File: config.mk
export PLATFORM = sky130hd
export DESIGN_NAME = fpec_ctrl
export DESIGN_NICKNAME = d
export VERILOG_FILES = /design/src/common/fpec_pkg.sv /design/src/verilog/fpec_ctrl.sv /design/src/verilog/fpec_op_timer.sv
export VERILOG_INCLUDE_DIRS = /design/src /design/src/common
export SDC_FILE = /design/constraint.sdc
export NUM_CORES = 1
export LEC_CHECK = 0
export ABC_CLOCK_PERIOD_IN_PS = 2050
export BUFFER_PORTS_ARGS = -buffer_cell sky130_fd_sc_hd__buf_2
export CAP_MARGIN = 20
export CORE_MARGIN = 3
export CORE_UTILIZATION = 50
export DETAILED_ROUTE_END_ITERATION = 16
export HOLD_SLACK_MARGIN = 0.05
export PLACE_DENSITY = 0.86
export SYNTH_ARGS = -nofsm -noshare
export SYNTH_HDL_FRONTEND = slang
export SYNTH_SLANG_ARGS = --single-unit
File: constraint.sdc
create_clock -name clk -period 2.05 [get_ports clk]
set_input_delay 0.41 -clock clk [delete_from_list [all_inputs] [get_ports clk]]
set_output_delay 0.41 -clock clk [all_outputs]
set_load 0.01 [all_outputs]
File: src/common/fpec_regs.svh
// register offsets, field positions, reset values and timing counts
`ifndef FPEC_REGS_SVH
`define FPEC_REGS_SVH

// register addresses on the plain register port (word indices)
`define FPEC_ADDR_CONTROL 4'h0
`define FPEC_ADDR_KEY 4'h1
`define FPEC_ADDR_TBLPTR 4'h2
`define FPEC_ADDR_STATUS 4'h3

// control register field positions
`define FPEC_BIT_START 15
`define FPEC_BIT_ENABLE 14
`define FPEC_BIT_SEQERR 13
`define FPEC_BIT_PROGRAM_ONLY_SELECT 12
`define FPEC_BIT_ERASE 6
`define FPEC_OP_MSB 5
`define FPEC_CTRL_RESET 16'h0000
`define FPEC_CTRL_WMASK 16'h707f

// unlock key words
`define FPEC_KEY_FIRST 8'h55
`define FPEC_KEY_SECOND 8'haa

// self-timed operation lengths
`define FPEC_PROG_TIME_US 2
`define FPEC_ERASE_TIME_US 4
`define FPEC_CLK_MHZ 40
`define FPEC_PROG_CYCLES (`FPEC_PROG_TIME_US * `FPEC_CLK_MHZ)
`define FPEC_ERASE_CYCLES (`FPEC_ERASE_TIME_US * `FPEC_CLK_MHZ)

`endif

File: src/common/fpec_pkg.sv
// types for the flash program/erase control block
package fpec_pkg;
  typedef enum logic [1:0] {
    FPEC_IDLE = 2'b00,
    FPEC_BUSY = 2'b01,
    FPEC_DONE = 2'b10
  } fpec_state_t;

  typedef enum logic [1:0] {
    FPEC_KEY_NONE = 2'b00,
    FPEC_KEY_HALF = 2'b01,
    FPEC_KEY_OPEN = 2'b10
  } fpec_key_t;

  typedef enum logic [3:0] {
    FPEC_ACT_NONE = 4'h0,
    FPEC_ACT_BOOT = 4'h1,
    FPEC_ACT_CHIP = 4'h2,
    FPEC_ACT_ROW4 = 4'h3,
    FPEC_ACT_ROW2 = 4'h4,
    FPEC_ACT_ROW1 = 4'h5,
    FPEC_ACT_CFG = 4'h6,
    FPEC_ACT_EEPROM = 4'h7,
    FPEC_ACT_GENERAL = 4'h8,
    FPEC_ACT_PROG = 4'h9
  } fpec_action_t;
endpackage

File: src/verilog/fpec_ctrl.sv
// flash program/erase control: registers, unlock, sequencer
//
// Chosen here: the register offsets and the plain strobed port.
`timescale 1ns/1ps
`include "fpec_regs.svh"
module fpec_ctrl (
  // clock and reset
  input wire logic clk,
  input wire logic rstn,
  // register port
  input wire logic [3:0] reg_addr,
  input wire logic [15:0] reg_wdata,
  input wire logic reg_wr,
  input wire logic reg_rd,
  output logic [15:0] reg_rdata,
  // device mode
  input wire logic serial_prog_mode,
  // memory array side
  output logic mem_busy,
  output fpec_pkg::fpec_action_t mem_action,
  output logic [15:0] mem_row_addr,
  output logic mem_program_only
);
  import fpec_pkg::*;

  // ********************************************************
  // register state
  // ********************************************************
  logic start_q;
  logic enable_q;
  logic seqerr_q;
  logic program_only_select_q;
  logic erase_q;
  logic [5:0] opcode_q;
  logic [15:0] tblptr_q;
  logic [15:0] rdata_q;
  logic [15:0] row_q;
  logic pgm_q;
  fpec_state_t state_q;
  fpec_state_t state_d;
  fpec_key_t key_q;
  fpec_key_t key_d;
  fpec_action_t act_q;

  // ********************************************************
  // address decode
  // ********************************************************
  wire wr_ctrl = reg_wr && (reg_addr == `FPEC_ADDR_CONTROL);
  wire wr_key = reg_wr && (reg_addr == `FPEC_ADDR_KEY);
  wire wr_tbl = reg_wr && (reg_addr == `FPEC_ADDR_TBLPTR);
  wire busy = (state_q == FPEC_BUSY);
  wire start_req = wr_ctrl && reg_wdata[`FPEC_BIT_START];

  // ********************************************************
  // operation decode
  // ********************************************************
  fpec_action_t act_dec;
  wire boot_code = (opcode_q[5:2] == 4'b1010);
  wire chip_code = (opcode_q[5:2] == 4'b1001);
  // operation code and erase select are taken as they stand at start
  always_comb begin
    act_dec = FPEC_ACT_NONE;
    if (erase_q) begin
      if (boot_code && serial_prog_mode) act_dec = FPEC_ACT_BOOT;
      else if (chip_code && serial_prog_mode) act_dec = FPEC_ACT_CHIP;
      else if (opcode_q == 6'h1a) act_dec = FPEC_ACT_ROW4;
      else if (opcode_q == 6'h19) act_dec = FPEC_ACT_ROW2;
      else if (opcode_q == 6'h18) act_dec = FPEC_ACT_ROW1;
      else if (opcode_q[5:2] == 4'b0101) act_dec = FPEC_ACT_CFG;
      else if (opcode_q[5:2] == 4'b0100) act_dec = FPEC_ACT_EEPROM;
      else if (opcode_q[5:2] == 4'b0011) act_dec = FPEC_ACT_GENERAL;
    end else if (opcode_q[5:2] == 4'b0001) begin
      act_dec = FPEC_ACT_PROG;
    end
  end

  // a start is good only straight after the full key and with enable set;
  // it must also wait for idle, since a start taken in the done cycle would
  // set the start bit while the sequencer falls back to idle and never ends
  wire start_ok = start_req && (state_q == FPEC_IDLE) &&
    (key_q == FPEC_KEY_OPEN) && enable_q;
  wire start_bad = start_req && !start_ok;
  wire op_len_erase = erase_q;

  // ********************************************************
  // self-timed sequencer
  // ********************************************************
  logic timer_load;
  logic timer_expired;
  logic [15:0] timer_cycles;
  assign timer_load = start_ok;
  assign timer_cycles = op_len_erase ? 16'(`FPEC_ERASE_CYCLES) :
    16'(`FPEC_PROG_CYCLES);

  fpec_op_timer u_timer (
    .clk(clk),
    .rstn(rstn),
    .load(timer_load),
    .cycles(timer_cycles),
    .expired(timer_expired)
  );

  // next state: idle, busy until the timer runs out, one done cycle
  always_comb begin
    case (state_q)
      FPEC_IDLE: state_d = start_ok ? FPEC_BUSY : FPEC_IDLE;
      FPEC_BUSY: state_d = timer_expired ? FPEC_DONE : FPEC_BUSY;
      FPEC_DONE: state_d = FPEC_IDLE;
      default: state_d = FPEC_IDLE;
    endcase
  end

  // ********************************************************
  // unlock key tracking
  // ********************************************************
  // any other register write breaks the sequence, so the start must
  // follow the second key word directly
  always_comb begin
    key_d = FPEC_KEY_NONE;
    if (wr_key && reg_wdata[7:0] == `FPEC_KEY_FIRST) begin
      key_d = FPEC_KEY_HALF;
    end else if (wr_key && reg_wdata[7:0] == `FPEC_KEY_SECOND &&
                 key_q == FPEC_KEY_HALF) begin
      key_d = FPEC_KEY_OPEN;
    end else if (!reg_wr) begin
      key_d = key_q; // reads and idle cycles keep the key state
    end
  end

  // ********************************************************
  // state, key and sequencer registers
  // ********************************************************
  always_ff @(posedge clk or negedge rstn) begin
    if (!rstn) begin
      state_q <= FPEC_IDLE;
      key_q <= FPEC_KEY_NONE;
      act_q <= FPEC_ACT_NONE;
      row_q <= 16'h0000;
      pgm_q <= 1'b0;
    end else begin
      state_q <= state_d;
      key_q <= key_d;
      if (start_ok) begin
        act_q <= act_dec;
        row_q <= tblptr_q;
        pgm_q <= program_only_select_q && (act_dec == FPEC_ACT_EEPROM);
      end else if (state_q == FPEC_DONE) begin
        act_q <= FPEC_ACT_NONE;
        pgm_q <= 1'b0; // program-only must not outlive its erase
      end
    end
  end

  // ********************************************************
  // control register
  // ********************************************************
  // start bit: set only by a good start, cleared only by hardware
  always_ff @(posedge clk or negedge rstn) begin
    if (!rstn) begin
      start_q <= 1'b0;
      seqerr_q <= 1'b0;
    end else begin
      if (start_ok) start_q <= 1'b1;
      else if (state_q == FPEC_DONE) start_q <= 1'b0;
      // hardware set wins over software clear in the same cycle
      if (start_bad) seqerr_q <= 1'b1;
      else if (start_ok) seqerr_q <= 1'b0;
      else if (wr_ctrl) seqerr_q <= reg_wdata[`FPEC_BIT_SEQERR];
    end
  end

  // plain fields; frozen while busy so the running operation is stable
  always_ff @(posedge clk or negedge rstn) begin
    if (!rstn) begin
      enable_q <= 1'b0;
      program_only_select_q <= 1'b0;
      erase_q <= 1'b0;
      opcode_q <= 6'h00;
      tblptr_q <= 16'h0000;
    end else begin
      if (wr_ctrl && !busy) begin
        enable_q <= reg_wdata[`FPEC_BIT_ENABLE];
        program_only_select_q <= reg_wdata[`FPEC_BIT_PROGRAM_ONLY_SELECT];
        erase_q <= reg_wdata[`FPEC_BIT_ERASE];
        opcode_q <= reg_wdata[`FPEC_OP_MSB:0];
      end
      if (wr_tbl && !busy) tblptr_q <= reg_wdata;
    end
  end

  // ********************************************************
  // read path
  // ********************************************************
  wire [15:0] ctrl_view = {start_q, enable_q, seqerr_q, program_only_select_q,
    5'b00000, erase_q, opcode_q};
  wire [15:0] status_view = {10'h000, act_q, state_q};
  wire [15:0] rd_mux =
    (reg_addr == `FPEC_ADDR_CONTROL) ? ctrl_view :
    (reg_addr == `FPEC_ADDR_TBLPTR) ? tblptr_q :
    (reg_addr == `FPEC_ADDR_STATUS) ? status_view : 16'h0000;

  // read data stands only in the cycle after the strobe
  always_ff @(posedge clk or negedge rstn) begin
    if (!rstn) begin
      rdata_q <= 16'h0000;
    end else begin
      rdata_q <= reg_rd ? rd_mux : 16'h0000;
    end
  end

  assign reg_rdata = rdata_q;
  assign mem_busy = start_q;
  assign mem_action = act_q;
  assign mem_row_addr = row_q;
  assign mem_program_only = pgm_q;

  // ********************************************************
  // assertions
  // ********************************************************
  // start bit and the self-timed run
  a_start_clears: assert property (@(posedge clk)
    disable iff (!rstn) start_ok |-> ##[1:170] !start_q)
    else $error("start bit not cleared after operation");
  a_good_start_runs: assert property (@(posedge clk)
    disable iff (!rstn) start_ok |=> start_q && state_q == FPEC_BUSY)
    else $error("good start did not launch a run");
  a_busy_has_run: assert property (@(posedge clk)
    disable iff (!rstn) start_q |-> state_q != FPEC_IDLE)
    else $error("start bit high with sequencer idle");
  // run lengths count from the accepting edge, plus the one done cycle
  a_prog_length: assert property (@(posedge clk)
    disable iff (!rstn) start_ok && !erase_q |-> ##81 start_q ##1 !start_q)
    else $error("program run length wrong");
  a_erase_length: assert property (@(posedge clk)
    disable iff (!rstn) start_ok && erase_q |-> ##161 start_q ##1 !start_q)
    else $error("erase run length wrong");
  a_idle_quiet: assert property (@(posedge clk)
    disable iff (!rstn) state_q == FPEC_IDLE |->
    mem_action == FPEC_ACT_NONE && !mem_program_only)
    else $error("memory action shown while idle");
  a_zero_write_kept: assert property (@(posedge clk)
    disable iff (!rstn) start_q && wr_ctrl && !reg_wdata[15] &&
    state_q == FPEC_BUSY |=> start_q)
    else $error("start bit cleared by software");
  a_start_set_only: assert property (@(posedge clk)
    disable iff (!rstn) !start_q && !start_ok |=> !start_q)
    else $error("start bit set without a good start");

  // gating and the sequence error flag
  a_enable_gates: assert property (@(posedge clk)
    disable iff (!rstn) start_req && !enable_q |=> !start_q)
    else $error("operation started while disabled");
  a_bad_start_err: assert property (@(posedge clk)
    disable iff (!rstn) start_bad |=> seqerr_q)
    else $error("bad start left error flag clear");
  a_good_clears_err: assert property (@(posedge clk)
    disable iff (!rstn) start_ok |=> !seqerr_q)
    else $error("good start left error flag set");
  a_err_holds: assert property (@(posedge clk)
    disable iff (!rstn) seqerr_q && !start_ok && !wr_ctrl |=> seqerr_q)
    else $error("error flag dropped on its own");
  a_unlock_needed: assert property (@(posedge clk)
    disable iff (!rstn) $rose(start_q) |-> $past(key_q) == FPEC_KEY_OPEN)
    else $error("start without unlock");

  // operation decode, checked against the codes themselves
  a_erase_select: assert property (@(posedge clk)
    disable iff (!rstn) start_ok && erase_q |=> act_q != FPEC_ACT_PROG)
    else $error("program run with erase selected");
  a_fields_frozen: assert property (@(posedge clk)
    disable iff (!rstn) busy && wr_ctrl |=> erase_q == $past(erase_q) &&
    opcode_q == $past(opcode_q))
    else $error("operation fields changed during a run");
  a_boot_gated: assert property (@(posedge clk)
    disable iff (!rstn) start_ok && !serial_prog_mode |=>
    act_q != FPEC_ACT_BOOT && act_q != FPEC_ACT_CHIP)
    else $error("boot or chip erase outside serial mode");
  a_boot_serial: assert property (@(posedge clk)
    disable iff (!rstn) start_ok && erase_q && serial_prog_mode &&
    opcode_q[5:2] == 4'b1010 |=> act_q == FPEC_ACT_BOOT)
    else $error("boot erase not selected in serial mode");
  a_chip_serial: assert property (@(posedge clk)
    disable iff (!rstn) start_ok && erase_q && serial_prog_mode &&
    opcode_q[5:2] == 4'b1001 |=> act_q == FPEC_ACT_CHIP)
    else $error("chip erase not selected in serial mode");
  a_four_rows: assert property (@(posedge clk)
    disable iff (!rstn) start_ok && erase_q && opcode_q == 6'h1a |=>
    act_q == FPEC_ACT_ROW4)
    else $error("four-row erase not selected");
  a_two_rows: assert property (@(posedge clk)
    disable iff (!rstn) start_ok && erase_q && opcode_q == 6'h19 |=>
    act_q == FPEC_ACT_ROW2)
    else $error("two-row erase not selected");
  a_one_row: assert property (@(posedge clk)
    disable iff (!rstn) start_ok && erase_q && opcode_q == 6'h18 |=>
    act_q == FPEC_ACT_ROW1)
    else $error("one-row erase not selected");
  a_cfg_erase: assert property (@(posedge clk)
    disable iff (!rstn) start_ok && erase_q && opcode_q[5:2] == 4'b0101
    |=> act_q == FPEC_ACT_CFG)
    else $error("config block erase not selected");
  a_eeprom_erase: assert property (@(posedge clk)
    disable iff (!rstn) start_ok && erase_q && opcode_q[5:2] == 4'b0100
    |=> act_q == FPEC_ACT_EEPROM)
    else $error("data eeprom erase not selected");
  a_general_erase: assert property (@(posedge clk)
    disable iff (!rstn) start_ok && erase_q && opcode_q[5:2] == 4'b0011
    |=> act_q == FPEC_ACT_GENERAL)
    else $error("general block erase not selected");
  a_program_row: assert property (@(posedge clk)
    disable iff (!rstn) start_ok && !erase_q && opcode_q[5:2] == 4'b0001
    |=> act_q == FPEC_ACT_PROG)
    else $error("row program not selected");
  a_undef_none: assert property (@(posedge clk)
    disable iff (!rstn) start_ok && !erase_q && opcode_q[5:2] != 4'b0001
    |=> act_q == FPEC_ACT_NONE)
    else $error("undefined program code caused an action");

  // memory side and read path
  a_row_from_ptr: assert property (@(posedge clk)
    disable iff (!rstn) start_ok |=> mem_row_addr == $past(tblptr_q))
    else $error("row address not from table pointer");
  a_pgm_flash_off: assert property (@(posedge clk)
    disable iff (!rstn) mem_program_only |-> act_q == FPEC_ACT_EEPROM)
    else $error("program-only asserted for flash");
  a_gap_bits_zero: assert property (@(posedge clk)
    disable iff (!rstn) $past(reg_rd) &&
    $past(reg_addr) == `FPEC_ADDR_CONTROL |-> reg_rdata[11:7] == 5'b00000)
    else $error("unimplemented bits read nonzero");

  // main scenarios
  c_good_run: cover property (@(posedge clk) disable iff (!rstn)
    start_ok ##[1:170] state_q == FPEC_DONE);
  c_bad_start: cover property (@(posedge clk) disable iff (!rstn)
    start_bad);
  c_erase_rows: cover property (@(posedge clk) disable iff (!rstn)
    start_ok && act_dec == FPEC_ACT_ROW4);
  c_boot_serial: cover property (@(posedge clk) disable iff (!rstn)
    start_ok && act_dec == FPEC_ACT_BOOT);
  c_eeprom_pgm: cover property (@(posedge clk) disable iff (!rstn)
    start_ok && act_dec == FPEC_ACT_EEPROM && program_only_select_q);
endmodule // fpec_ctrl

File: src/verilog/fpec_op_timer.sv
// down-counter that times one self-timed memory operation
`timescale 1ns/1ps
module fpec_op_timer (
  // clock and reset
  input wire logic clk,
  input wire logic rstn,
  // control
  input wire logic load,
  input wire logic [15:0] cycles,
  // status
  output logic expired
);
  logic [15:0] count_q;
  logic [15:0] count_d;

  // load wins over counting; a zero count holds
  assign count_d = load ? cycles :
    (count_q != 16'h0000) ? count_q - 16'h0001 : count_q;
  assign expired = (count_q == 16'h0001);

  // counter register
  always_ff @(posedge clk or negedge rstn) begin
    if (!rstn) begin
      count_q <= 16'h0000;
    end else begin
      count_q <= count_d;
    end
  end
endmodule // fpec_op_timer
==> results by stage, run 1 <==
Run status:
- The run finished with clean final reports.

Critical path:
- The startpoint type of the worst setup path is a flop.
- STA puts the critical path data required time at 2.33 ns.
- STA classifies the critical path endpoint as a flop.
- Counting stages on the worst path, the most repeated cell is sky130_fd_sc_hd__or4_1.
- The type of the worst setup path is reg2reg.
- The critical path goes through or4_1 > or3_1 > or4_1 > a21oi_2.
- Along the worst path, the maximum fanout reaches 4.
- The number of buffers and inverters on the critical path is 0.
- The dominant delay contributor by cell family on the critical path is simple AND/OR/NAND/NOR gates.
- The cell with the largest stage delay on the worst path is sky130_fd_sc_hd__or4_1.
- Data on the critical path arrives at its endpoint at ~2.3 ns.
- For this run, the slowest stage of the critical path takes 0.55 ns.

Pwr:
- The share of total power dissipated in sequential elements is 0.508.
- Power spread over the standard cell area amounts to 792.0 nW/µm².
- Of the total power, the share spent switching nets is 0.2821.
- The internal power consumption is 2.636 mW.
- The fraction of power consumed by combinational cells is 0.165.
- The leakage power figure is 2.322 nW.
- IR analysis of the VDD net gives a maximum drop of 0.0002732 V.
- The share of total power dissipated in the clock network is 0.327.
- The analysis attributes to net switching a power of 1.036 mW.

Final layout:
- The final design instance area without fill is 4636 µm².
- Of the cells placed in the final design, the portion with a size suffix greater than 1 is 0.3385.
- The finished layout holds 551 standard cells, fillers aside.
- At the end of the flow, the number of nets in the layout was 474.
- At the end of the flow the core is filled with cells to 0.6357.
- The area added between synthesis and finish is 22.76%.
- The diode insertion count for antenna repair is 0.

Placement:
- The weighted congestion reported at the end of routability-driven placement is 0.9069.
- The placed cell area is 4367 µm².
- The cell count after placement is roughly 530.
- The HPWL after detailed placement is ~6.5 mm.
- The number of buffer cells added on primary ports is 62.

Die:
- The number of placement rows is 31.
- The count of boundary I/O pins is between 60 and 70.
- The die covers 8631 µm².
- The core area is 7292 µm².
- The chip height is 92.91 µm.
- Measured along the x axis, the die boundary spans slightly above 90 µm.
- For this configuration, the core starts out at a cell density of 0.5178.

GRT:
- The global-route wire length before repair is 14.37 mm.
- Entering global routing, the biggest net connects 44 pins.
- The global-route usage over all layers is 0.2132.
- The number of global-route vias before repair is 2977.
- The overall overflow remaining after global route is 0.
- The initial antenna violation count is 0.

Timing:
- The final count of hold timing violations was 0.
- On the final layout, the worst clock skew is ~0.01 ns.
- The measured slew at the worst slew-check pin is approximately 0.55 ns.
- The number of pins exceeding their max-slew limit in the final report came to 0.
- Of the available clock period, the critical path in the final layout requires 0.9733.
- The smallest clock period supported by the final layout is computed as 1.995 ns.
- In this run the tightest slew margin relative to its limit is 0.6307.
- The maximum clock frequency is 501.2 MHz.
- Setup violations remaining at the end of the flow were counted as 0.
- The final total negative setup slack is 0 ns.

Drt:
- The routed wire length is 9.020 mm.
- The count of nets left with antenna violations once routing finished came out at 0.
- The routed length per placed instance is ~16 µm.
- The routed design uses 4.405 mm of met2 wire.
- After detailed routing, the wire length on met1 is approximately 3.8 mm.
- Routed signal wires occupy layers up through met4.
- For this run, design rule violations remaining after detail routing come to 0.
- After detailed routing, the number of vias per cell comes to 5.711.
- The detailed router finished its first iteration with about 220 violations.
- The number of optimization iterations in the first detailed-route pass is 5.
- The number of vias in the routed layout is 3147.
- The routed wire length on met3 is 668 µm.

Yosys:
- In the synthesized netlist the dominant register cell turns out to be sky130_fd_sc_hd__dfrtp_1.
- The flop and latch count out of synthesis is 84.
- The number of warnings issued by yosys is 0.
- After technology mapping, the gate count stands at 354.
- Ranked by total cell area, the synthesized netlist is headed by sky130_fd_sc_hd__dfrtp_1, sky130_fd_sc_hd__nand2_1, sky130_fd_sc_hd__mux2_2.
- The average instance area after synthesis is 10.67 µm².
- Yosys mapped the design onto 52 distinct sky130hd cell types.
- The share of the Yosys chip area taken by registers is 0.5567.
- Synthesis produced a netlist with a net count of between 300 and 400.
- The cell area after synthesis is 3776 µm².
- Yosys mapped a number of flops with a built-in enable equal to 0.
- The cell taking the most area after synthesis is sky130_fd_sc_hd__dfrtp_1.
- For this run, asynchronously set or reset flops after synthesis account for 1.000.
- By count the netlist is led by sky130_fd_sc_hd__dfrtp_1, sky130_fd_sc_hd__nand2_1, sky130_fd_sc_hd__mux2_2.
- The area share of the leading cell type in the synthesized netlist is 0.5567.
- The most frequent cell after synthesis is sky130_fd_sc_hd__dfrtp_1.

Job:
- The number of violations of the max-capacitance limit is 0.

CTS:
- The clock root buffer is sky130_fd_sc_hd__clkbuf_8.
- The clock transition at the register clock pins on the worst setup and hold paths after CTS is 0.09 ns.
- Counting the buffers created by CTS gives 9.
- TritonCTS built the clock tree.
- No sink is reached through more buffers than the 2 on the longest clock path.
- The clock network latency to the later pin of the worst-skew pair is 0.36 ns.
- For this design, the sink count on the clock tree is 84.
- The total number of H-tree levels is 3.

Min path:
- The class of the tightest hold or removal check is in2reg.
==> sequential cells by signal (all words and copies together) (netlist names) <==
register               flops
enable_q                   1
erase_q                    1
key_q                      2
mem_action                 4
mem_busy                   1
mem_program_only           1
mem_row_addr              16
opcode_q                   6
program_only_select_q      1
reg_rdata                 16
seqerr_q                   1
state_q                    2
tblptr_q                  16
u_timer.count_q           16
==> power groups by stage <==
stage	Clock (mW)	Combinational, mW	Sequential [mW]
finish	1.20	0.605	1.87
global route	1.29	0.673	1.88
CTS	1.21	0.533	1.86
detailed placement	0	0.529	1.89
global placement	0	0.513	1.89
floorplan	0	0.307	1.89
==> cell families (layout without fill, tap and decap cells) <==
kind of cell / after synthesis / count (layout) / synth area share
simple gates: 165 / 165 / 0.2257
flops: 84 / 84 / 0.5567
compound gates: 51 / 51 / 0.09543
mux: 26 / 26 / 0.07720
buf+inv: 23 / 121 / 0.03148
xor+xnor: 3 / 3 / 0.006960
fa+ha+maj: 2 / 2 / 0.006626
==> cells in the final DEF (no fill, tap or decap), types with 3 or more instances in the layout <==
master,count
sky130_fd_sc_hd__and2_1,7
sky130_fd_sc_hd__nand2_1,80
sky130_fd_sc_hd__or4_4,3
sky130_fd_sc_hd__dfrtp_1,84
sky130_fd_sc_hd__nor2_1,15
sky130_fd_sc_hd__a21oi_1,11
sky130_fd_sc_hd__nor4_1,7
sky130_fd_sc_hd__nand3b_1,3
sky130_fd_sc_hd__nor4b_1,3
sky130_fd_sc_hd__o21ai_0,7
sky130_fd_sc_hd__buf_2,61
sky130_fd_sc_hd__mux2_2,25
sky130_fd_sc_hd__inv_1,7
sky130_fd_sc_hd__a22o_1,5
sky130_fd_sc_hd__or3_1,3
sky130_fd_sc_hd__o221ai_1,6
sky130_fd_sc_hd__nand3_1,6
sky130_fd_sc_hd__or4_1,5
sky130_fd_sc_hd__buf_4,34
sky130_fd_sc_hd__clkbuf_8,9
sky130_fd_sc_hd__nor3_1,6
sky130_fd_sc_hd__o31ai_1,6
sky130_fd_sc_hd__nand4_1,3
sky130_fd_sc_hd__nand2b_1,7
==> metal layers <==
layer	up-vias	GRT usage
met5	-	0
met4	0	0.06960
met3	18	0.04955
met2	126	0.3473
met1	1558	0.2823
li1	1445	-
==> path summary, 6_finish.rpt <==
path / from / endpoint / slack, ns / cells past startpoint
worst max-delay path: u_timer.count_q[6] / u_timer.count_q[15] / 0.05 / 4
worst min-delay path: reg_wdata[11] / tblptr_q[11] / 0.27 / 2
worst max register to register: u_timer.count_q[6] / u_timer.count_q[15] / 0.05 / 4
worst min register to register: mem_row_addr[10] / mem_row_addr[10] / 0.47 / 2
max in group asynchronous: rstn / tblptr_q[3] / 0.88 / 3
min in group asynchronous: rstn / reg_rdata[9] / 0.59 / 2
==> through the flow <==
stage	power, mW	hold WS, ns	setup WS [ns]
CTS	3.606	0.2717	0.03693
global placement	2.399	0.4298	-0.05283
finish	3.672	0.2745	0.05477
global route	3.841	0.2731	-0.02137
detailed placement	2.423	0.4361	-0.06608
floorplan	2.194	0.1144	-0.04323
==> repair_timing <==
action                                  in CTS  in global routing
endpoints found under the hold margin        4                  0
hold buffers                                 1                  0
gates resized for setup                      0                  6
endpoints found under the setup margin       0                 13
setup buffers                                0                  5
==> final cells by class <==
| cell class | count | area [µm²] |
|---|---|---|
| Clock buffer | 10 | 127.6 |
| Clock inverter | 6 | 72.57 |
| Sequential cell | 84 | 2102 |
| Timing Repair Buffer | 98 | 601.8 |
| Multi-Input combinational cell | 247 | 1582 |
| Fill cell | 572 | 2656 |
| Tap cell | 99 | 123.9 |
| Inverter | 7 | 26.28 |
Power figures use the tool's default switching activity.
==> run 2: changes to the inputs <==
- GPL_ROUTABILITY_DRIVEN: default -> 0
- GPL_TIMING_DRIVEN: default -> 0
==> run 2 against run 1 <==
  * Via count is 2.2% lower
  * Largest power group unchanged
  * Fmax shrank 1.1%
  * Non-clock buffer count down 17
  * Final cell count down 3.1%
==> results by stage, run 2 (synthesized netlist as in run 1, its figures left out) <==
Run status:
- The run finished with clean final reports.

Timing:
- The clock period minus final worst setup slack is 2.017 ns (+0.02145 ns).
- The final total negative setup slack was 0 ns (unchanged).
- The measured slew at the worst slew-check pin was 0.6645 ns (+0.1106 ns).
- The maximum clock frequency is 495.9 MHz (-1.1%).
- The worst hold slack is 0.2736 ns (-0.0009020 ns).
- Setup repair after global routing could not meet its margin everywhere.
- The final count of hold timing violations is 0 (unchanged).
- The count of final setup violators was 0 (unchanged).
- The final cycle utilization of the critical path is 0.9837 (+0.01046).
- The number of pins exceeding their max-slew limit in the final report is 0 (unchanged).
- The normalized max-slew margin is 0.5553 (-0.07536).
- The maximum clock skew at final layout is 0.01092 ns (+0.0009002 ns).

Drt:
- The number of optimization iterations in the first detailed-route pass is 5 (unchanged).
- The final routed DRC violation total came to 0 (unchanged).
- The per-cell via count in the routed design is 5.764 (+0.92%).
- The routed wire length is 9.080 mm (+0.67%).
- The routed length per placed instance is 17.00 µm (+3.9%).
- The iteration-0 DRC count of the detailed router is 220 (-1.8%).
- The antenna violation net count after detailed routing is 0 (unchanged).
- The number of vias in the routed layout came to 3078 (-2.2%).

Die:
- The initial standard-cell utilization of the core is 0.5178 (unchanged).
- The number of placement rows is 31 (unchanged).
- The count of boundary I/O pins is 63 (unchanged).
- The core area is 7292 µm² (unchanged).
- The chip height was 92.91 µm (unchanged).
- The width of the chip is 92.91 µm (unchanged).
- The die area is 8631 µm² (unchanged).

Pwr:
- The internal power consumption was 2.497 mW (-5.3%).
- The leakage power figure is 2.244 nW (-3.4%).
- The total power draw was 3.583 mW (-2.4%).
- The fraction of power consumed by combinational cells is 0.157 (-0.008).
- The part of the total power dissipated in the clock network is 0.309 (-0.018).
- The sequential cell fraction of total power is 0.534 (+0.026).
- The share of total power consumed by net switching is 0.3031 (+0.02092).
- The power spent charging and discharging nets was 1.086 mW (+4.8%).
- The power per standard cell area is 787.6 nW/µm² (-0.56%).
- The maximum ir drop on the vdd rail is 0.0003197 V (+17%).

Placement:
- The number of buffer cells added on primary ports is 59 (-4.8%).
- The half-perimeter wire length after placement was 6.308 mm (-2.9%).

GRT:
- The initial antenna violation count is 0 (unchanged).
- The overall overflow remaining after global route is 0 (unchanged).
- The number of global-route vias before repair is 2947 (-1.0%).
- The global-route usage over all layers was 0.2187 (+0.005477).
- The global-route wire length before repair is 14.56 mm (+1.4%).
- The largest net degree at the start of global routing is 63 (+43%).

Final layout:
- Leaving out fill and tap cells, the most frequent cell in the layout is sky130_fd_sc_hd__dfrtp_1.
- The total number of nets in the final design came to 457 (-3.6%).
- The diode insertion count for antenna repair was 0 (unchanged).
- The ratio of cells with drive above 1 in the final layout was 0.3172 (-0.02125).
- The utilization of the core after routing is 0.6239 (-0.01184).
- The area growth from synthesis to layout is 20.48%.
- In the layout the commonest cells are sky130_fd_sc_hd__dfrtp_1, sky130_fd_sc_hd__nand2_1, sky130_fd_sc_hd__buf_2.

CTS:
- The clock network latency to the later pin of the worst-skew pair is 0.36 ns (about the same).
- The number of buffers created by CTS is 9 (unchanged).
- The maximum count of clock buffers along a single path came to 2 (unchanged).
- The cell sitting at the root of the clock tree is a sky130_fd_sc_hd__clkbuf_8.
- The clock sink total is 84 (unchanged).
- The total number of H-tree levels is 3 (unchanged).
- TritonCTS built the clock tree.
- The clock transition at the register clock pins on the worst setup and hold paths after CTS is 0.09 ns (about the same).

Job:
- The number of violations of the max-capacitance limit is 0 (unchanged).

Critical path:
- The worst setup path is launched from a flop.
- The capturing element type of the critical path is a flop.
- By startpoint and endpoint, the worst setup path is classified as reg2reg.
- The biggest fanout along the worst timing path is 5 (+1).
- The data required time at the worst endpoint is 2.32 ns (about the same).
- The data arrival time at the worst-slack endpoint is 2.29 ns (about the same).

Min path:
- The class of the tightest hold or removal check is in2reg.
-- run 2: changes by cell type in the layout (fill, tap and decap cells not counted), moves of 2 or more --
cell	change
sky130_fd_sc_hd__buf_4	-26
sky130_fd_sc_hd__buf_2	-3
sky130_fd_sc_hd__clkbuf_1	+3
sky130_fd_sc_hd__clkbuf_2	+3
sky130_fd_sc_hd__nor4_1	-3
sky130_fd_sc_hd__nor4_2	+3
sky130_fd_sc_hd__buf_6	+2
sky130_fd_sc_hd__buf_8	+2
sky130_fd_sc_hd__dfrtp_1	-2
sky130_fd_sc_hd__dfrtp_2	+2
-- run 2: metal layers --
| metal | share of wire | global-route usage | up-vias |
|---|---|---|---|
| met1 | 0.41 | 0.2890 | 1510 |
| met5 | 0 | 0 | - |
| li1 | - | - | 1419 |
| met3 | 0.076 | 0.06661 | 23 |
| met4 | 0.016 | 0.06960 | 0 |
| met2 | 0.49 | 0.3461 | 126 |
-- run 2: path summary, 6_finish.rpt --
check / cells after the start / end / from / slack [ns]
setup / recovery: 6 / u_timer.count_q[10] / u_timer.count_q[0] / 0.03
hold / removal: 2 / tblptr_q[9] / reg_wdata[9] / 0.27
setup reg to reg: 6 / u_timer.count_q[10] / u_timer.count_q[0] / 0.03
hold reg to reg: 2 / mem_row_addr[15] / mem_row_addr[15] / 0.47
max in group asynchronous: 3 / reg_rdata[3] / rstn / 0.99
min in group asynchronous: 2 / mem_row_addr[9] / rstn / 0.47
-- run 2: area by class of cell --
class                           count  area, µm²
Fill cell                         611       2743
Sequential cell                    84       2105
Multi-Input combinational cell    247       1624
Timing Repair Buffer               68      387.9
Clock buffer                        9      123.9
Tap cell                           99      123.9
Buffer                             13      101.3
Clock inverter                      7      57.56
Inverter                            7      26.28
-- run 2: stage by stage --
stage / std cells / area (µm²) / setup WS, ns
2_1_floorplan: 354 / 3801 / -0.04323
3_3_place_gp: 512 / 4220 / -0.3559
3_5_place_dp: 513 / 4250 / -0.4871
4_1_cts: 530 / 4464 / -0.02865
5_1_grt: 534 / 4549 / -0.01658
6_report: 534 / 4549 / 0.03332
-- run 2: what timing repair did --
item                                    4_1_cts  5_1_grt
endpoints found under the setup margin       29       37
setup buffers                                 2        5
gates resized for setup                       6       16
pin swaps                                     2        3
endpoints found under the hold margin        22        0
hold buffers                                  1        0
-- run 2: power by group through the flow --
stage                     Sequential [mW]  Combinational [mW]  Clock [mW]
after floorplan                      1.89               0.307           0
after global placement               1.91               0.415           0
after detailed placement             1.92               0.442           0
after CTS                            1.89               0.460        1.12
after global routing                 1.93               0.618        1.20
final                                1.91               0.563        1.11
-- run 2: critical path, stage by stage (launching register included) --
cell and delay (ns):
sky130_fd_sc_hd__dfrtp_1 0.44, sky130_fd_sc_hd__inv_1 0.11, sky130_fd_sc_hd__ha_1 0.22, sky130_fd_sc_hd__or3b_2 0.53
sky130_fd_sc_hd__nor2_1 0.27, sky130_fd_sc_hd__a31oi_1 0.13, sky130_fd_sc_hd__a311oi_1 0.24
==> run 3: changes to the inputs <==
- ABC_AREA: default -> 1
- CORE_UTILIZATION: 50 -> 51
- PLACE_DENSITY: 0.86 -> 0.87
==> run 3 against run 2 <==
  * Flip-flop and latch count stayed put
  * Synthesized area is 7.2% higher
  * Synthesized cell count is 29% higher
  * Via count is 8.8% higher
  * Total power is 20% lower
  * Critical endpoint is now u_timer.count_q[6]
==> results by stage, run 3 <==
Run status:
- The flow ran to the end, and the final reports show no timing, DRC or antenna violations.

Die:
- The number of placement rows came to 31 (unchanged).
- The chip height was 95.10 µm (+2.4%).
- The width of the chip came to 95.10 µm (+2.4%).
- The count of boundary I/O pins was 63 (unchanged).
- The core area is 7486 µm² (+2.7%).
- The die area is 9044 µm² (+4.8%).
- The initial standard-cell utilization of the core was 0.5409 (+0.02302).

Drt:
- The final routed DRC violation total is 0 (unchanged).
- The number of vias in the routed layout came to 3350 (+8.8%).
- The routed wire length is 9.403 mm (+3.6%).
- The routed length per placed instance came to 14.76 µm (-13%).
- The per-cell via count in the routed design was 5.259 (-8.8%).
- The number of optimization iterations in the first detailed-route pass is 5 (unchanged).
- The antenna violation net count after detailed routing is 0 (unchanged).
- The iteration-0 DRC count of the detailed router is 233 (+5.9%).

Yosys:
- The count of flip-flops with a built-in enable after synthesis was 0 (unchanged).
- The total nets after synthesis is 485 (+27%).
- The proportion of register bits with asynchronous set or reset after synthesis is 1.000 (unchanged).
- The sequential cell area fraction in the yosys report was 0.5192 (-0.03750).
- The number of different library cells in the post-synthesis netlist is 32 (-38%).
- Among all flip-flop cells after synthesis, the most frequent one is sky130_fd_sc_hd__dfrtp_1.
- Of all cell types, the one taking the most synthesized area is sky130_fd_sc_hd__dfrtp_1.
- The average instance area after synthesis was 8.840 µm² (-17%).
- The area share of the leading cell type in the synthesized netlist is 0.5192 (-0.03750).
- The number of warnings issued by yosys is 0 (unchanged).
- The most frequent cell after synthesis is sky130_fd_sc_hd__nand2_1.
- The number of standard cells after synthesis is 458 (+29%).
- The cell area after synthesis is 4049 µm² (+7.2%).
- The flop and latch count out of synthesis is 84 (unchanged).
- Sorting the synthesized cells by how often they occur yields sky130_fd_sc_hd__nand2_1, sky130_fd_sc_hd__dfrtp_1, sky130_fd_sc_hd__inv_1.
- By area the synthesized netlist is led by sky130_fd_sc_hd__dfrtp_1, sky130_fd_sc_hd__nand2_1, sky130_fd_sc_hd__o21ai_2.

GRT:
- The global-route wire length before repair is 16.01 mm (+10%).
- The overall overflow remaining after global route came to 0 (unchanged).
- The largest net degree at the start of global routing was 47 (-25%).
- The global-route usage over all layers is 0.2321 (+0.01334).
- The initial antenna violation count is 0 (unchanged).
- The number of global-route vias before repair is 3455 (+17%).

CTS:
- The clock sink total is 84 (unchanged).
- The maximum count of clock buffers along a single path is 2 (unchanged).
- The TritonCTS clock tree is done.
- The clock transition at the register clock pins on the worst setup and hold paths after CTS is 0.08 ns (about the same).
- The root buffer cell chosen for the clock tree is sky130_fd_sc_hd__clkbuf_8.
- The post-CTS setup buffer count came to 0 (-2).
- The total number of H-tree levels was 3 (unchanged).
- The clock network latency to the later pin of the worst-skew pair is 0.37 ns (about the same).
- The number of buffers created by CTS is 9 (unchanged).

Timing:
- The final total negative setup slack is 0 ns (unchanged).
- The measured slew at the worst slew-check pin is 0.4940 ns (-0.1706 ns).
- The normalized max-slew margin was 0.6707 (+0.1154).
- The clock period minus final worst setup slack is 1.563 ns (-0.4538 ns).
- The maximum clock skew at final layout is 0.01552 ns (+0.004603 ns).
- The final setup slack of the worst path came to 0.4871 ns (+0.4538 ns).
- The final cycle utilization of the critical path came to 0.7624 (-0.2214).
- The final count of hold timing violations came to 0 (unchanged).
- The count of final setup violators was 0 (unchanged).
- Setup repair after global routing left no endpoint under its margin.
- The maximum clock frequency was 639.9 MHz (+29%).
- The number of pins exceeding their max-slew limit in the final report is 0 (unchanged).
- The worst hold slack is 0.2983 ns (+0.02461 ns).

Critical path:
- The most numerous cell type found on the critical path is sky130_fd_sc_hd__nand2_2.
- The logic depth of the worst register-to-register path came to 8 (+2).
- The cell with the largest stage delay on the worst path is sky130_fd_sc_hd__dfrtp_1.
- The worst setup path is launched from a flop.
- Traced cell by cell, the critical path runs through inv_1 > ha_1 > nand2_2 > nor2_1 > nand2_2 > buf_6 > nand2_2 > o22ai_1.
- The data arrival time at the worst-slack endpoint is 1.81 ns (-0.48 ns).
- In this run the critical register-to-register path is launched from u_timer.count_q[0].
- The delay contributed by the slowest stage of the critical path is 0.42 ns (-0.11 ns).
- The data required time at the worst endpoint is 2.29 ns (-0.03 ns).
- The capturing element type of the critical path is a flop.
- The reg2reg setup slack is 0.49 ns (+0.45 ns).
- By startpoint and endpoint, the worst setup path is classified as reg2reg.
- The endpoint identified for the worst register-to-register timing path is u_timer.count_q[6].
- The biggest fanout along the worst timing path is 10 (+5).

Job:
- The number of violations of the max-capacitance limit came to 0 (unchanged).

Placement:
- The setup slack after placement is 0.4387 ns (+0.9259 ns).
- The number of buffer cells added on primary ports is 62 (+5.1%).
- The half-perimeter wire length after placement is 7.206 mm (+14%).
- The cell count after placement is 620 (+21%).

Min path:
- The number of instances on the worst hold path is 3 (+1).
- In this run the most critical hold path is launched from reg_wdata[10].
- The path class of the tightest hold or removal check is in2reg.
- The terminating pin of the worst hold path is tblptr_q[10].

Final layout:
- The diode insertion count for antenna repair is 0 (unchanged).
- The top cell types in the final layout, fill and taps aside, are sky130_fd_sc_hd__nand2_1, sky130_fd_sc_hd__dfrtp_1, sky130_fd_sc_hd__inv_1.
- Leaving out fill and tap cells, the most frequent cell in the layout is sky130_fd_sc_hd__nand2_1.
- The ratio of cells with drive above 1 in the final layout is 0.2862 (-0.03100).
- From synthesis to final layout, the design area changed by 15.88%.
- The total number of nets in the final design is 560 (+23%).
- The number of standard cells in the final layout excluding fillers was 637 (+19%).

Pwr:
- The maximum ir drop on the vdd rail is 0.0004189 V (+31%).
- The leakage power figure is 2.444 nW (+8.9%).
- The power per standard cell area is 610.6 nW/µm² (-22%).
-- run 3: cell count changes in the layout (fill, tap and decap cells not counted), sizes merged, moves of 15 or more --
| cell | delta |
|---|---|
| mux2 | -25 |
| inv | +58 |
| nand3 | +15 |
| nand2 | +24 |
| nor2 | +50 |
| o21ai | +43 |
-- run 3: power by group --
part           internal (mW)  switching [mW]  total [mW]
combinational         0.0403          0.0933       0.134
sequential              1.67         0.00501        1.67
clock                  0.448           0.613        1.06
total                   2.15           0.712        2.86
-- run 3: worst max-delay path by stage --
stage                             from                  to  cells past startpoint
global route        u_timer.count_q[0]  u_timer.count_q[6]                      8
CTS                 u_timer.count_q[0]  u_timer.count_q[6]                      8
floorplan           u_timer.count_q[0]  u_timer.count_q[9]                      8
finish              u_timer.count_q[0]  u_timer.count_q[6]                      8
global placement                  rstn    mem_program_only                      1
detailed placement         reg_addr[3]    mem_row_addr[12]                      8
-- run 3: logic make-up (layout without fill, tap and decap cells) --
kind of cell    after synthesis  after routing  synth area share
simple gates                209            209            0.2370
xor+xnor                      5              5           0.01082
buf+inv                      79            159           0.09085
fa+ha+maj                     2              2          0.006179
compound gates               79             79            0.1360
flops                        84             84            0.5192
-- run 3: final cells by class --
type	instances	area, µm²
plain buffers	10	102.6
inverters	69	265.3
well taps	99	123.9
clock buffers	10	127.6
repair buffers	64	342.8
multi-input cells	295	1579
fillers	624	2794
clock inverters	6	48.80
flip-flops and latches	84	2102
-- run 3: layer usage --
layer,vias to the layer above,share of wire,GRT usage
met5,-,0,0
met3,23,0.065,0.05367
met2,112,0.51,0.4017
li1,1606,-,-
met1,1609,0.40,0.2739
met4,0,0.027,0.1034
-- run 3: timing repair --
| item | CTS | global route |
|---|---|---|
| hold endpoints to repair | 38 | 0 |
| gates resized for setup | 0 | 0 |
| hold buffers | 1 | 0 |
-- run 3: through the flow --
step | total power [mW] | area (µm²) | utilization
3_3_place_gp | 1.827 | 4483 | 0.5989
4_1_cts | 2.883 | 4692 | 0.6268
5_1_grt | 2.989 | 4692 | 0.6268
2_1_floorplan | 1.752 | 4049 | -
6_report | 2.865 | 4692 | 0.6268
3_5_place_dp | 1.837 | 4506 | 0.6019
-- run 3: worst max-delay path: cells and delay by family (launching register included) --
kind	cells	cell delay [ns]
flip-flops	1	0.42
adder cells (fa/ha/maj)	1	0.22
buffers and inverters	2	0.30
AO/OA/AOI/OAI	1	0.08
AND/OR/NAND/NOR	4	0.43
